### src/pax_pkg.sv
// Package for the press auxiliary output block: pin and output carriers,
// register map, status bit layout, operator mode and stroke select codes.
// Assumes a single 100 MHz clock domain and a plain strobe register port.
package pax_pkg;

   localparam int ADDR_W = 4;
   localparam int DATA_W = 32;
   localparam int CODE_W = 8;
   localparam int MODE_W = 3;
   localparam int SEL_W = 2;
   localparam int NUM_MODES = 6;
   localparam int EVT_W = 5;

   // Register byte offsets
   localparam logic [ADDR_W-1:0] OFS_STATE = 4'h0;
   localparam logic [ADDR_W-1:0] OFS_STATUS = 4'h4;
   localparam logic [ADDR_W-1:0] OFS_MASK = 4'h8;

   // Status and mask bit positions
   localparam int EV_FAULT = 0;
   localparam int EV_ESTOP = 1;
   localparam int EV_CURTAIN = 2;
   localparam int EV_INT_STROKE = 3;
   localparam int EV_LOCKOUT = 4;

   // State register bit positions
   localparam int ST_AUX1 = 0;
   localparam int ST_AUX2 = 1;
   localparam int ST_AUX3 = 2;
   localparam int ST_VALVE = 3;
   localparam int ST_LOCKOUT = 4;
   localparam int ST_CODE_LSB = 8;
   localparam int ST_MODE_LSB = 16;

   localparam logic [EVT_W-1:0] MASK_RESET = 5'h00;
   localparam logic [CODE_W-1:0] CODE_RESET = 8'h00;

   // Stroke select switch codes
   localparam logic [SEL_W-1:0] SEL_OFF = 2'h0;
   localparam logic [SEL_W-1:0] SEL_INCH = 2'h1;
   localparam logic [SEL_W-1:0] SEL_SINGLE = 2'h2;
   localparam logic [SEL_W-1:0] SEL_CONT = 2'h3;

   // Operator mode codes
   localparam logic [MODE_W-1:0] MODE_INCH = 3'h0;
   localparam logic [MODE_W-1:0] MODE_SINGLE = 3'h1;
   localparam logic [MODE_W-1:0] MODE_TH_MAINT = 3'h2;
   localparam logic [MODE_W-1:0] MODE_AUTO_SINGLE = 3'h3;
   localparam logic [MODE_W-1:0] MODE_CONT = 3'h4;
   localparam logic [MODE_W-1:0] MODE_BAR = 3'h5;

   typedef enum logic [1:0] {
      LK_CLEAR,
      LK_LOCKED,
      LK_SEEN_OFF
   } pax_lock_t;

   typedef struct packed {
      logic fault;
      logic estop_open;
      logic curtain_blocked;
      logic running;
      logic stroke_cut;
      logic inching;
      logic valve_req;
      logic bar_mode;
      logic key_inch;
      logic cfg_sw8;
      logic serious_err;
      logic lockout_stop;
      logic [CODE_W-1:0] stop_code;
      logic [MODE_W-1:0] op_mode;
      logic [SEL_W-1:0] stroke_sel;
   } pax_pins_t;

   typedef struct packed {
      logic aux1;
      logic aux2;
      logic aux3;
      logic safety_valve_drive;
      logic lockout_relay_open;
      logic lockout_msg;
      logic stop_req;
      logic [NUM_MODES-1:0] mode_indication_terminals;
      logic [CODE_W-1:0] fault_code;
   } pax_outs_t;

   localparam pax_outs_t OUTS_RESET = '{
      aux1: 1'b0, aux2: 1'b0, aux3: 1'b0, safety_valve_drive: 1'b0,
      lockout_relay_open: 1'b0, lockout_msg: 1'b0, stop_req: 1'b0,
      mode_indication_terminals: 6'h00, fault_code: 8'h00};

endpackage : pax_pkg

### src/pax_sync.sv
// Two-stage synchroniser for a vector of pin levels.
// Assumes each bit is a slow level; no bus coherence across bits.
`timescale 1ns/10ps
`default_nettype none
module pax_sync #(
   parameter int W = 1
) (
   input wire logic mclk,
   input wire logic reset_n,
   input wire logic [W-1:0] d,
   output logic [W-1:0] q
);

   logic [W-1:0] meta_r;

   // First stage feeds only the second
   always_ff @(posedge mclk or negedge reset_n) begin
      if (!reset_n) begin
         meta_r <= '0;
         q <= '0;
      end else begin
         meta_r <= d;
         q <= meta_r;
      end
   end

endmodule : pax_sync
`default_nettype wire

### src/pax_aux_out.sv
// Press auxiliary output logic: aux outputs, valve drive, lockout and
// mode indication, with a small strobe register port and interrupt.
// Assumes pins are asynchronous levels and the register master is on mclk.
//
// Overview of operation
// - Aux output 1 stays on while no trip condition is present.
// - Aux 1 turns off on fault, e-stop open, or curtain break while running.
// - With switch 8 off, an interrupted stroke turns aux 1 off.
// - Switch 8 on keeps aux 1 on unless fault or e-stop preceded.
// - Switch 8 on, two-hand maintained: inching release is no interruption.
// - Aux output 2 is off normally, on for interrupted stroke or fault.
// - Aux 2 also on when key selects inch and valve is energized.
// - Aux output 3 is off normally, on while the valve is energized.
// - In bar control, aux 3 stays off although the valve is energized.
// - Bar control energizes the safety valve so the crank turns by hand.
// - A serious error enters lockout and shows the lockout message.
// - Lockout clears only after stroke select goes to off, then a mode.
// - Each operator mode drives its own indication output while active.
// - Lockout stop inputs issue stop, report code, open lockout relay.
`timescale 1ns/10ps
`default_nettype none
module pax_aux_out (
   input wire logic mclk,
   input wire logic reset_n,
   input wire pax_pkg::pax_pins_t pins,
   input wire logic [pax_pkg::ADDR_W-1:0] reg_addr,
   input wire logic [pax_pkg::DATA_W-1:0] reg_wdata,
   input wire logic reg_wr,
   input wire logic reg_rd,
   output logic [pax_pkg::DATA_W-1:0] reg_rdata,
   output logic irq,
   output pax_pkg::pax_outs_t outs
);

   pax_pkg::pax_pins_t s;
   logic [$bits(pax_pkg::pax_pins_t)-1:0] s_raw;
   pax_pkg::pax_outs_t outs_nxt;
   pax_pkg::pax_lock_t lock_r;
   pax_pkg::pax_lock_t lock_nxt;
   logic prior_trip_r;
   logic int_stroke;
   logic valve_on;
   logic aux1_trip;
   logic lock_set;
   logic [pax_pkg::EVT_W-1:0] evt;
   logic [pax_pkg::EVT_W-1:0] evt_prev_r;
   logic [pax_pkg::EVT_W-1:0] status_r;
   logic [pax_pkg::EVT_W-1:0] status_nxt;
   logic [pax_pkg::EVT_W-1:0] mask_r;
   logic [pax_pkg::CODE_W-1:0] code_r;

   function automatic logic [pax_pkg::DATA_W-1:0] widen(
      input logic [pax_pkg::EVT_W-1:0] v);
      widen = {{(pax_pkg::DATA_W-pax_pkg::EVT_W){1'b0}}, v};
   endfunction : widen

   function automatic logic hit(input logic [pax_pkg::ADDR_W-1:0] a,
      input logic [pax_pkg::ADDR_W-1:0] ofs);
      hit = (a == ofs);
   endfunction : hit

   // Pin synchroniser
   pax_sync #(.W($bits(pax_pkg::pax_pins_t))) u_sync (
      .mclk(mclk),
      .reset_n(reset_n),
      .d(pins),
      .q(s_raw)
   );
   assign s = pax_pkg::pax_pins_t'(s_raw);

   // Interrupted stroke, excused when inching to top in two-hand maintained with switch 8 on
   assign int_stroke = s.stroke_cut & ~(s.cfg_sw8 & s.inching &
      (s.op_mode == pax_pkg::MODE_TH_MAINT));

   assign valve_on = s.valve_req | s.bar_mode;

   assign lock_set = s.serious_err | s.lockout_stop;

   // Trip terms for aux 1
   always_comb begin
      aux1_trip = s.fault | s.estop_open;
      if (s.curtain_blocked & s.running) begin
         aux1_trip = 1'b1;
      end
      if (int_stroke & ~s.cfg_sw8) begin
         aux1_trip = 1'b1;
      end
      if (int_stroke & s.cfg_sw8 & prior_trip_r) begin
         aux1_trip = 1'b1;
      end
   end

   // Remembers a fault or e-stop ahead of an interrupted stroke
   always_ff @(posedge mclk or negedge reset_n) begin
      if (!reset_n) begin
         prior_trip_r <= 1'b0;
      end else if (s.fault | s.estop_open) begin
         prior_trip_r <= 1'b1;
      end else if (!int_stroke) begin
         prior_trip_r <= 1'b0;
      end
   end

   // Lockout clear sequence: off, then any operating position
   always_comb begin
      lock_nxt = lock_r;
      unique case (lock_r)
         pax_pkg::LK_CLEAR: begin
            if (lock_set) begin
               lock_nxt = pax_pkg::LK_LOCKED;
            end
         end
         pax_pkg::LK_LOCKED: begin
            if (!lock_set && s.stroke_sel == pax_pkg::SEL_OFF) begin
               lock_nxt = pax_pkg::LK_SEEN_OFF;
            end
         end
         pax_pkg::LK_SEEN_OFF: begin
            if (lock_set) begin
               lock_nxt = pax_pkg::LK_LOCKED;
            end else if (s.stroke_sel != pax_pkg::SEL_OFF) begin
               lock_nxt = pax_pkg::LK_CLEAR;
            end
         end
      endcase
   end

   always_ff @(posedge mclk or negedge reset_n) begin
      if (!reset_n) begin
         lock_r <= pax_pkg::LK_CLEAR;
      end else begin
         lock_r <= lock_nxt;
      end
   end

   // Reported stop code, captured when a lockout stop arrives
   always_ff @(posedge mclk or negedge reset_n) begin
      if (!reset_n) begin
         code_r <= pax_pkg::CODE_RESET;
      end else if (s.lockout_stop) begin
         code_r <= s.stop_code;
      end
   end

   // Output terms
   always_comb begin
      outs_nxt = pax_pkg::OUTS_RESET;
      outs_nxt.aux1 = ~aux1_trip;
      outs_nxt.aux2 = int_stroke | s.fault |
         (s.key_inch & valve_on);
      outs_nxt.aux3 = valve_on & ~s.bar_mode;
      outs_nxt.safety_valve_drive = valve_on;
      outs_nxt.lockout_relay_open = (lock_nxt != pax_pkg::LK_CLEAR);
      outs_nxt.lockout_msg = (lock_nxt != pax_pkg::LK_CLEAR);
      outs_nxt.stop_req = s.lockout_stop;
      outs_nxt.fault_code = s.lockout_stop ? s.stop_code : code_r;
      for (int i = 0; i < pax_pkg::NUM_MODES; i++) begin
         outs_nxt.mode_indication_terminals[i] =
            (s.op_mode == i[pax_pkg::MODE_W-1:0]);
      end
   end

   // Registered outputs, no glitches reach the relays
   always_ff @(posedge mclk or negedge reset_n) begin
      if (!reset_n) begin
         outs <= pax_pkg::OUTS_RESET;
      end else begin
         outs <= outs_nxt;
      end
   end

   // Event edges into sticky status
   always_comb begin
      evt = '0;
      evt[pax_pkg::EV_FAULT] = s.fault;
      evt[pax_pkg::EV_ESTOP] = s.estop_open;
      evt[pax_pkg::EV_CURTAIN] = s.curtain_blocked & s.running;
      evt[pax_pkg::EV_INT_STROKE] = int_stroke;
      evt[pax_pkg::EV_LOCKOUT] = lock_set;
   end

   always_ff @(posedge mclk or negedge reset_n) begin
      if (!reset_n) begin
         evt_prev_r <= '0;
      end else begin
         evt_prev_r <= evt;
      end
   end

   // Read clears status; a new event in that cycle wins
   always_comb begin
      status_nxt = status_r;
      if (reg_rd && hit(reg_addr, pax_pkg::OFS_STATUS)) begin
         status_nxt = '0;
      end
      status_nxt = status_nxt | (evt & ~evt_prev_r);
   end

   always_ff @(posedge mclk or negedge reset_n) begin
      if (!reset_n) begin
         status_r <= '0;
      end else begin
         status_r <= status_nxt;
      end
   end

   always_ff @(posedge mclk or negedge reset_n) begin
      if (!reset_n) begin
         mask_r <= pax_pkg::MASK_RESET;
      end else if (reg_wr && hit(reg_addr, pax_pkg::OFS_MASK)) begin
         mask_r <= reg_wdata[pax_pkg::EVT_W-1:0];
      end
   end

   always_ff @(posedge mclk or negedge reset_n) begin
      if (!reset_n) begin
         irq <= 1'b0;
      end else begin
         irq <= |(status_nxt & mask_r);
      end
   end

   // Read data, valid the cycle after the strobe only
   always_ff @(posedge mclk or negedge reset_n) begin
      if (!reset_n) begin
         reg_rdata <= '0;
      end else if (!reg_rd) begin
         reg_rdata <= '0;
      end else if (hit(reg_addr, pax_pkg::OFS_STATE)) begin
         reg_rdata <= '0;
         reg_rdata[pax_pkg::ST_AUX1] <= outs.aux1;
         reg_rdata[pax_pkg::ST_AUX2] <= outs.aux2;
         reg_rdata[pax_pkg::ST_AUX3] <= outs.aux3;
         reg_rdata[pax_pkg::ST_VALVE] <= outs.safety_valve_drive;
         reg_rdata[pax_pkg::ST_LOCKOUT] <= outs.lockout_msg;
         reg_rdata[pax_pkg::ST_CODE_LSB +: pax_pkg::CODE_W] <= code_r;
         reg_rdata[pax_pkg::ST_MODE_LSB +: pax_pkg::MODE_W] <= s.op_mode;
      end else if (hit(reg_addr, pax_pkg::OFS_STATUS)) begin
         reg_rdata <= widen(status_r);
      end else if (hit(reg_addr, pax_pkg::OFS_MASK)) begin
         reg_rdata <= widen(mask_r);
      end else begin
         reg_rdata <= '0;
      end
   end
endmodule : pax_aux_out
`default_nettype wire

### config.mk
export PLATFORM = sky130hd
export DESIGN_NAME = pax_aux_out
export DESIGN_NICKNAME = d
export VERILOG_FILES = /design/src/pax_pkg.sv /design/src/pax_sync.sv /design/src/pax_aux_out.sv
export SDC_FILE = /design/constraint.sdc
export NUM_CORES = 1
export LEC_CHECK = 0
export ABC_AREA = 1
export BUFFER_PORTS_ARGS = -buffer_cell sky130_fd_sc_hd__buf_2
export CAP_MARGIN = 20
export CORE_ASPECT_RATIO = 1.1
export CORE_UTILIZATION = 49
export DETAILED_ROUTE_END_ITERATION = 10
export PLACE_DENSITY = 0.78
export SYNTH_ARGS = -nofsm -noshare
export SYNTH_HDL_FRONTEND = slang
export SYNTH_SLANG_ARGS = --single-unit
### constraint.sdc
create_clock -name mclk -period 1.6 [get_ports mclk]
set_input_delay 0.08 -clock mclk [delete_from_list [all_inputs] [get_ports mclk]]
set_output_delay 0.08 -clock mclk [all_outputs]
set_load 0.005 [all_outputs]
# Word level (Yosys, flattened, before mapping)
# Cells that the tools add are included.
[totals]
reg_bits = 121
word_cells = 75
[op_classes]
n_eq_ne = 10
n_mux = 15
bitwise_logic = 22
reduce_logical = 11
[op_table]
columns = ["cell", "n"]
rows = [
  ["$mux 19", 2],
  ["$mux 5", 3],
  ["$and 5x5->5", 2],
  ["$and 1x1->1", 9],
  ["$mux 2", 4],
  ["$eq 3x2->1 const B", 2],
  ["$eq 3x3->1 const B", 2],
  ["$pmux 2 s3", 1],
  ["$mux 1", 5],
  ["$not 5->5", 1],
  ["$or 1x1->1", 5],
  ["$or 5x5->5", 1],
  ["$reduce_or 5->1", 1],
  ["$eq 4x3->1 const B", 1],
  ["$eq 4x4->1 const B", 1],
  ["$logic_not 2->1", 2],
  ["$logic_not 4->1", 1],
  ["$not 1->1", 4],
  ["$reduce_bool 2->1", 2],
  ["$eq 3x1->1 const B", 1],
  ["$logic_and 1x1->1", 3],
  ["$logic_not 3->1", 1],
  ["$eq 2x1->1 const B", 1],
  ["$eq 2x2->1 const B", 1],
  ["2 further kinds", 2],
]

# Depth between registers and ports, before layout
[logic_depth]
depth_word = 8
mapped_depth = 9
depth_no_buf = 9

# Cells and area by module
# A second synthesis with hierarchy kept.
[hier_totals]
cells_unflattened = 279
area_unflattened_um2 = 3485.8
[modules_own_cells]
columns = ["module", "instances", "cells_each", "area_each_um2", "seq_area_each_um2"]
rows = [
  ["pax_aux_out", 1, 229, 2234.6, 1376.3],
  ["pax_sync", 1, 50, 1251.2, 1251.2],
]

# Worst setup path after synthesis
# OpenSTA, ideal clock, no wires.
[synth_timing]
path_type = "flip-flop to flip-flop"
from = "register lock_r[0]"
to = "register outs[15] in the netlist's numbering"
arrival_ps = 1064
required_ps = 1461
path_slack_ps = 397
stages_incl_launch_ff = 7
path_cell_list = "dfrtp_1 inv_1 ha_1 inv_1 nand2_1 o21ai_0 nand4_1"
[synth_lines]
columns = ["item", "line_no", "source"]
rows = [
  ["start: declaration", "pax_aux_out.sv:38", "pax_pkg::pax_lock_t lock_r;"],
  ["start signal: assignment", "pax_aux_out.sv:130", "lock_r <= pax_pkg::LK_CLEAR;"],
  ["start signal: assignment", "pax_aux_out.sv:132", "lock_r <= lock_nxt;"],
  ["end signal: assignment", "pax_aux_out.sv:166", "outs <= pax_pkg::OUTS_RESET;"],
  ["end signal: assignment", "pax_aux_out.sv:168", "outs <= outs_nxt;"],
  ["end: declaration", "pax_aux_out.sv:32", "output pax_pkg::pax_outs_t outs"],
]

==> flow_metrics.env <==
export IMPL_outcome="complete, no violations"
export IMPL_syn_area_um2=3490
export IMPL_cp_cell_sequence="inv_1 > ha_1 > inv_1 > nand2_1 > o21ai_0 > nand4_1"
export IMPL_synth_warnings=0
export IMPL_fillers=529
export IMPL_cts_clk_slew_worst_paths_ns=0.10
export IMPL_post_cts_buffers=0
export IMPL_synth_top_area_cell="dfrtp_1"
export IMPL_grt_pass1_vias=2066
export IMPL_start_util_pct=51.6
export IMPL_tns_ns=0
export IMPL_synth_area_leaders="dfrtp_1 (75%), nand2_1 (4.6%), buf_4 (3.7%), inv_1 (3.4%), o21ai_0 (3.0%)"
export IMPL_ys_ff_latch=105
export IMPL_synth_compound_area_share_pct=5.53
export IMPL_fin_skew_ns=0.00944
export IMPL_routed_wl_mm=5.46
export IMPL_syn_to_final_growth_pct=27.5
export IMPL_vias_per_cell=4.55
export IMPL_synth_top_cell_area_share_pct=75.4
export IMPL_cts_resized=0
export IMPL_path_buf_inv=2
export IMPL_clock_latency_ns=0.35
export IMPL_die_area_um2=7460
export IMPL_cap_violations=0
export IMPL_root_buffer="clkbuf_8"
export IMPL_required_ns=1.82
export IMPL_synth_distinct_cells=25
export IMPL_fp_dieH_um=90.5
export IMPL_crit_family="flip-flops"
export IMPL_dp_slack_ns=0.248
export IMPL_reg2regPathDepth=6
export IMPL_htreeDepth=3
export IMPL_layout_common_cells="dfrtp_1 (105), buf_2 (74), nand2_1 (43)"
export IMPL_insertedDiodeCount=0
export IMPL_fin_ws_ns=0.185
export IMPL_end_kind="flop"
export IMPL_syn_avg_cell_area_um2=12.5
export IMPL_overflow=0
export IMPL_crit_top_cell="inv_1"
export IMPL_min_path_type="in2reg"
export IMPL_cp_startpoint="lock_r[0]"
export IMPL_synth_adder_area_share_pct=0.718
export IMPL_cts_sinks=105
export IMPL_r2r_start="lock_r[0]"
export IMPL_critPathLaunchType="flop"
export IMPL_rrSetupSlack_ns=0.18
export IMPL_rsz0062_at_grt="no"
export IMPL_synth_simple_area_share_pct=10.8
export IMPL_drt_pre_antenna_iters=4
export IMPL_syn_inst=279
export IMPL_fp_row_count=31
export IMPL_yosysSeqAreaShare_pct=75.4
export IMPL_cts_tree="built"
export IMPL_drt_iter0_drc=165
export IMPL_mostFrequentLayoutCell="dfrtp_1"
export IMPL_clk_path_buf_depth=2
export IMPL_finalCriticalPeriod_ns=1.42
export IMPL_leakagePower_uw=0.00232
export IMPL_ios=119
export IMPL_crit_type="reg2reg"
export IMPL_die_x_um=82.4
export IMPL_synth_top_family_by_area="simple AND/OR/NAND/NOR gates"
export IMPL_final_max_slew_viol_count=0
export IMPL_wl_per_cell_um=11.3
export IMPL_via_count=2194
export IMPL_fin_crit_sh_pct=88.4
export IMPL_setup_violations=0
export IMPL_io_buffers=75
export IMPL_final_antenna_net_count=0
export IMPL_postLayoutCoreUtil_pct=65.9
export IMPL_max_vdd_ir_drop_mv=0.712
export IMPL_crit_cells=6
export IMPL_max_freq_mhz=707
export IMPL_synth_mux_area_fraction_pct=0
export IMPL_crit_arrival_ns=1.63
export IMPL_hpwl_mm=3.77
export IMPL_endpoint="outs[15]"
export IMPL_gp_congestion=0.807
export IMPL_drc=0
export IMPL_layout_nets=462
export IMPL_hold_viol=0
export IMPL_fin_total_pwr_uw=5060
export IMPL_crit_slowest_cell="dfrtp_1"
export IMPL_grt_pass1_wl_mm=9.39
export IMPL_antenna_found_initial=0
export IMPL_grt_max_degree=40
export IMPL_cp_slowest_stage_delay_ns=0.39
export IMPL_cts_buffers=9
export IMPL_synth_xor_area_share_pct=0
export IMPL_fp_coreArea_um2=6750
export IMPL_path_max_fanout=3
export IMPL_r2r_end="outs[15]"
export IMPL_power_density_nw_per_um2=1140
export IMPL_drive_gt1_share_pct=26.3
export IMPL_grt_usage_pct=16.9
[worst reg2reg max path, stage by stage (launching register included)]
cell and delay [ns]:
dfrtp_1 0.39, inv_1 0.06, ha_1 0.31, inv_1 0.08, nand2_1 0.07, o21ai_0 0.27, nand4_1 0.12
[sequential cells by signal (all words and copies together), names as in the netlist]
register,cells
outs,20
reg_rdata,16
u_sync.meta_r,25
prior_trip_r,1
mask_r,5
lock_r,2
evt_prev_r,5
status_r,5
irq,1
u_sync.q,25
[repair_timing]
item,4_1_cts,5_1_grt
hold endpoints to repair,60,0
endpoints found under the setup margin,0,0
hold buffers,31,0
[logic make-up after synthesis]
group / Yosys count
simple gates: 82
flops: 105
fa+ha+maj: 2
buf+inv: 52
compound gates: 37
other cells: 1
[report_power, final]
part	leakage, uW	total [uW]	internal, uW	switching, uW
registers	0.00127	2930	2830	95.4
clock network	0.0000966	1600	737	863
logic	0.000956	532	242	290
[worst min path at each step]
stage,start,to,slack [ns],cells after the start
6_report,reg_rd,reg_rdata[1],0.03,3
5_1_grt,reg_rd,reg_rdata[1],0.01,3
4_1_cts,reg_rd,reg_rdata[1],0.004,3
3_5_place_dp,reset_n,outs[3],0.05,1
3_3_place_gp,reset_n,outs[3],0.04,1
2_1_floorplan,reset_n,evt_prev_r[0],-0.22,0
[per-layer routing]
metal  vias up  GRT usage, %  part of all wire [%]
li1       1065             -                     -
met1      1036          22.3                    43
met2        83          26.3                    50
met3        10          4.85                   4.9
met4         0          6.29                   1.7
met5         -             0                     0
[cell usage after synthesis]
| cell type | count |
|---|---|
| o211ai_1 | 1 |
| ha_1 | 2 |
| buf_2 | 1 |
| or2_2 | 2 |
| buf_4 | 17 |
| nand4_1 | 1 |
| clkbuf_1 | 1 |
| nand2_1 | 43 |
| o21ai_0 | 21 |
| nor2_4 | 1 |
| a21boi_0 | 2 |
| nand3_1 | 4 |
| or2_0 | 1 |
| nor2_1 | 17 |
| inv_2 | 1 |
| nor2_2 | 1 |
| conb_1 | 1 |
| o21ai_1 | 7 |
| inv_1 | 32 |
| dfrtp_1 | 105 |
| a21oi_1 | 6 |
| nand2_2 | 2 |
| nor3_4 | 1 |
| nor3_1 | 6 |
| nand3_2 | 3 |
[stage by stage]
step / hold WS, ns / instance area [um^2] / std cells
final: 0.0282 / 4440 / 482
after global routing: 0.0123 / 4440 / 482
after CTS: 0.00392 / 4440 / 482
after detailed placement: 0.0526 / 3930 / 435
after global placement: 0.0450 / 3930 / 435
after floorplan: -0.216 / 3540 / 294
[final cells by class]
class / count / area, um^2 / area share, %
clock buffer: 9 / 124 / 2.79
clock inverter: 7 / 76.3 / 1.72
inverter: 33 / 124 / 2.79
multi-input combinational: 137 / 654 / 14.7
sequential: 105 / 2630 / 59.1
tap: 82 / 103 / 2.31
timing repair buffer: 109 / 736 / 16.6
Note: power is estimated with default switching activity, not from simulation.
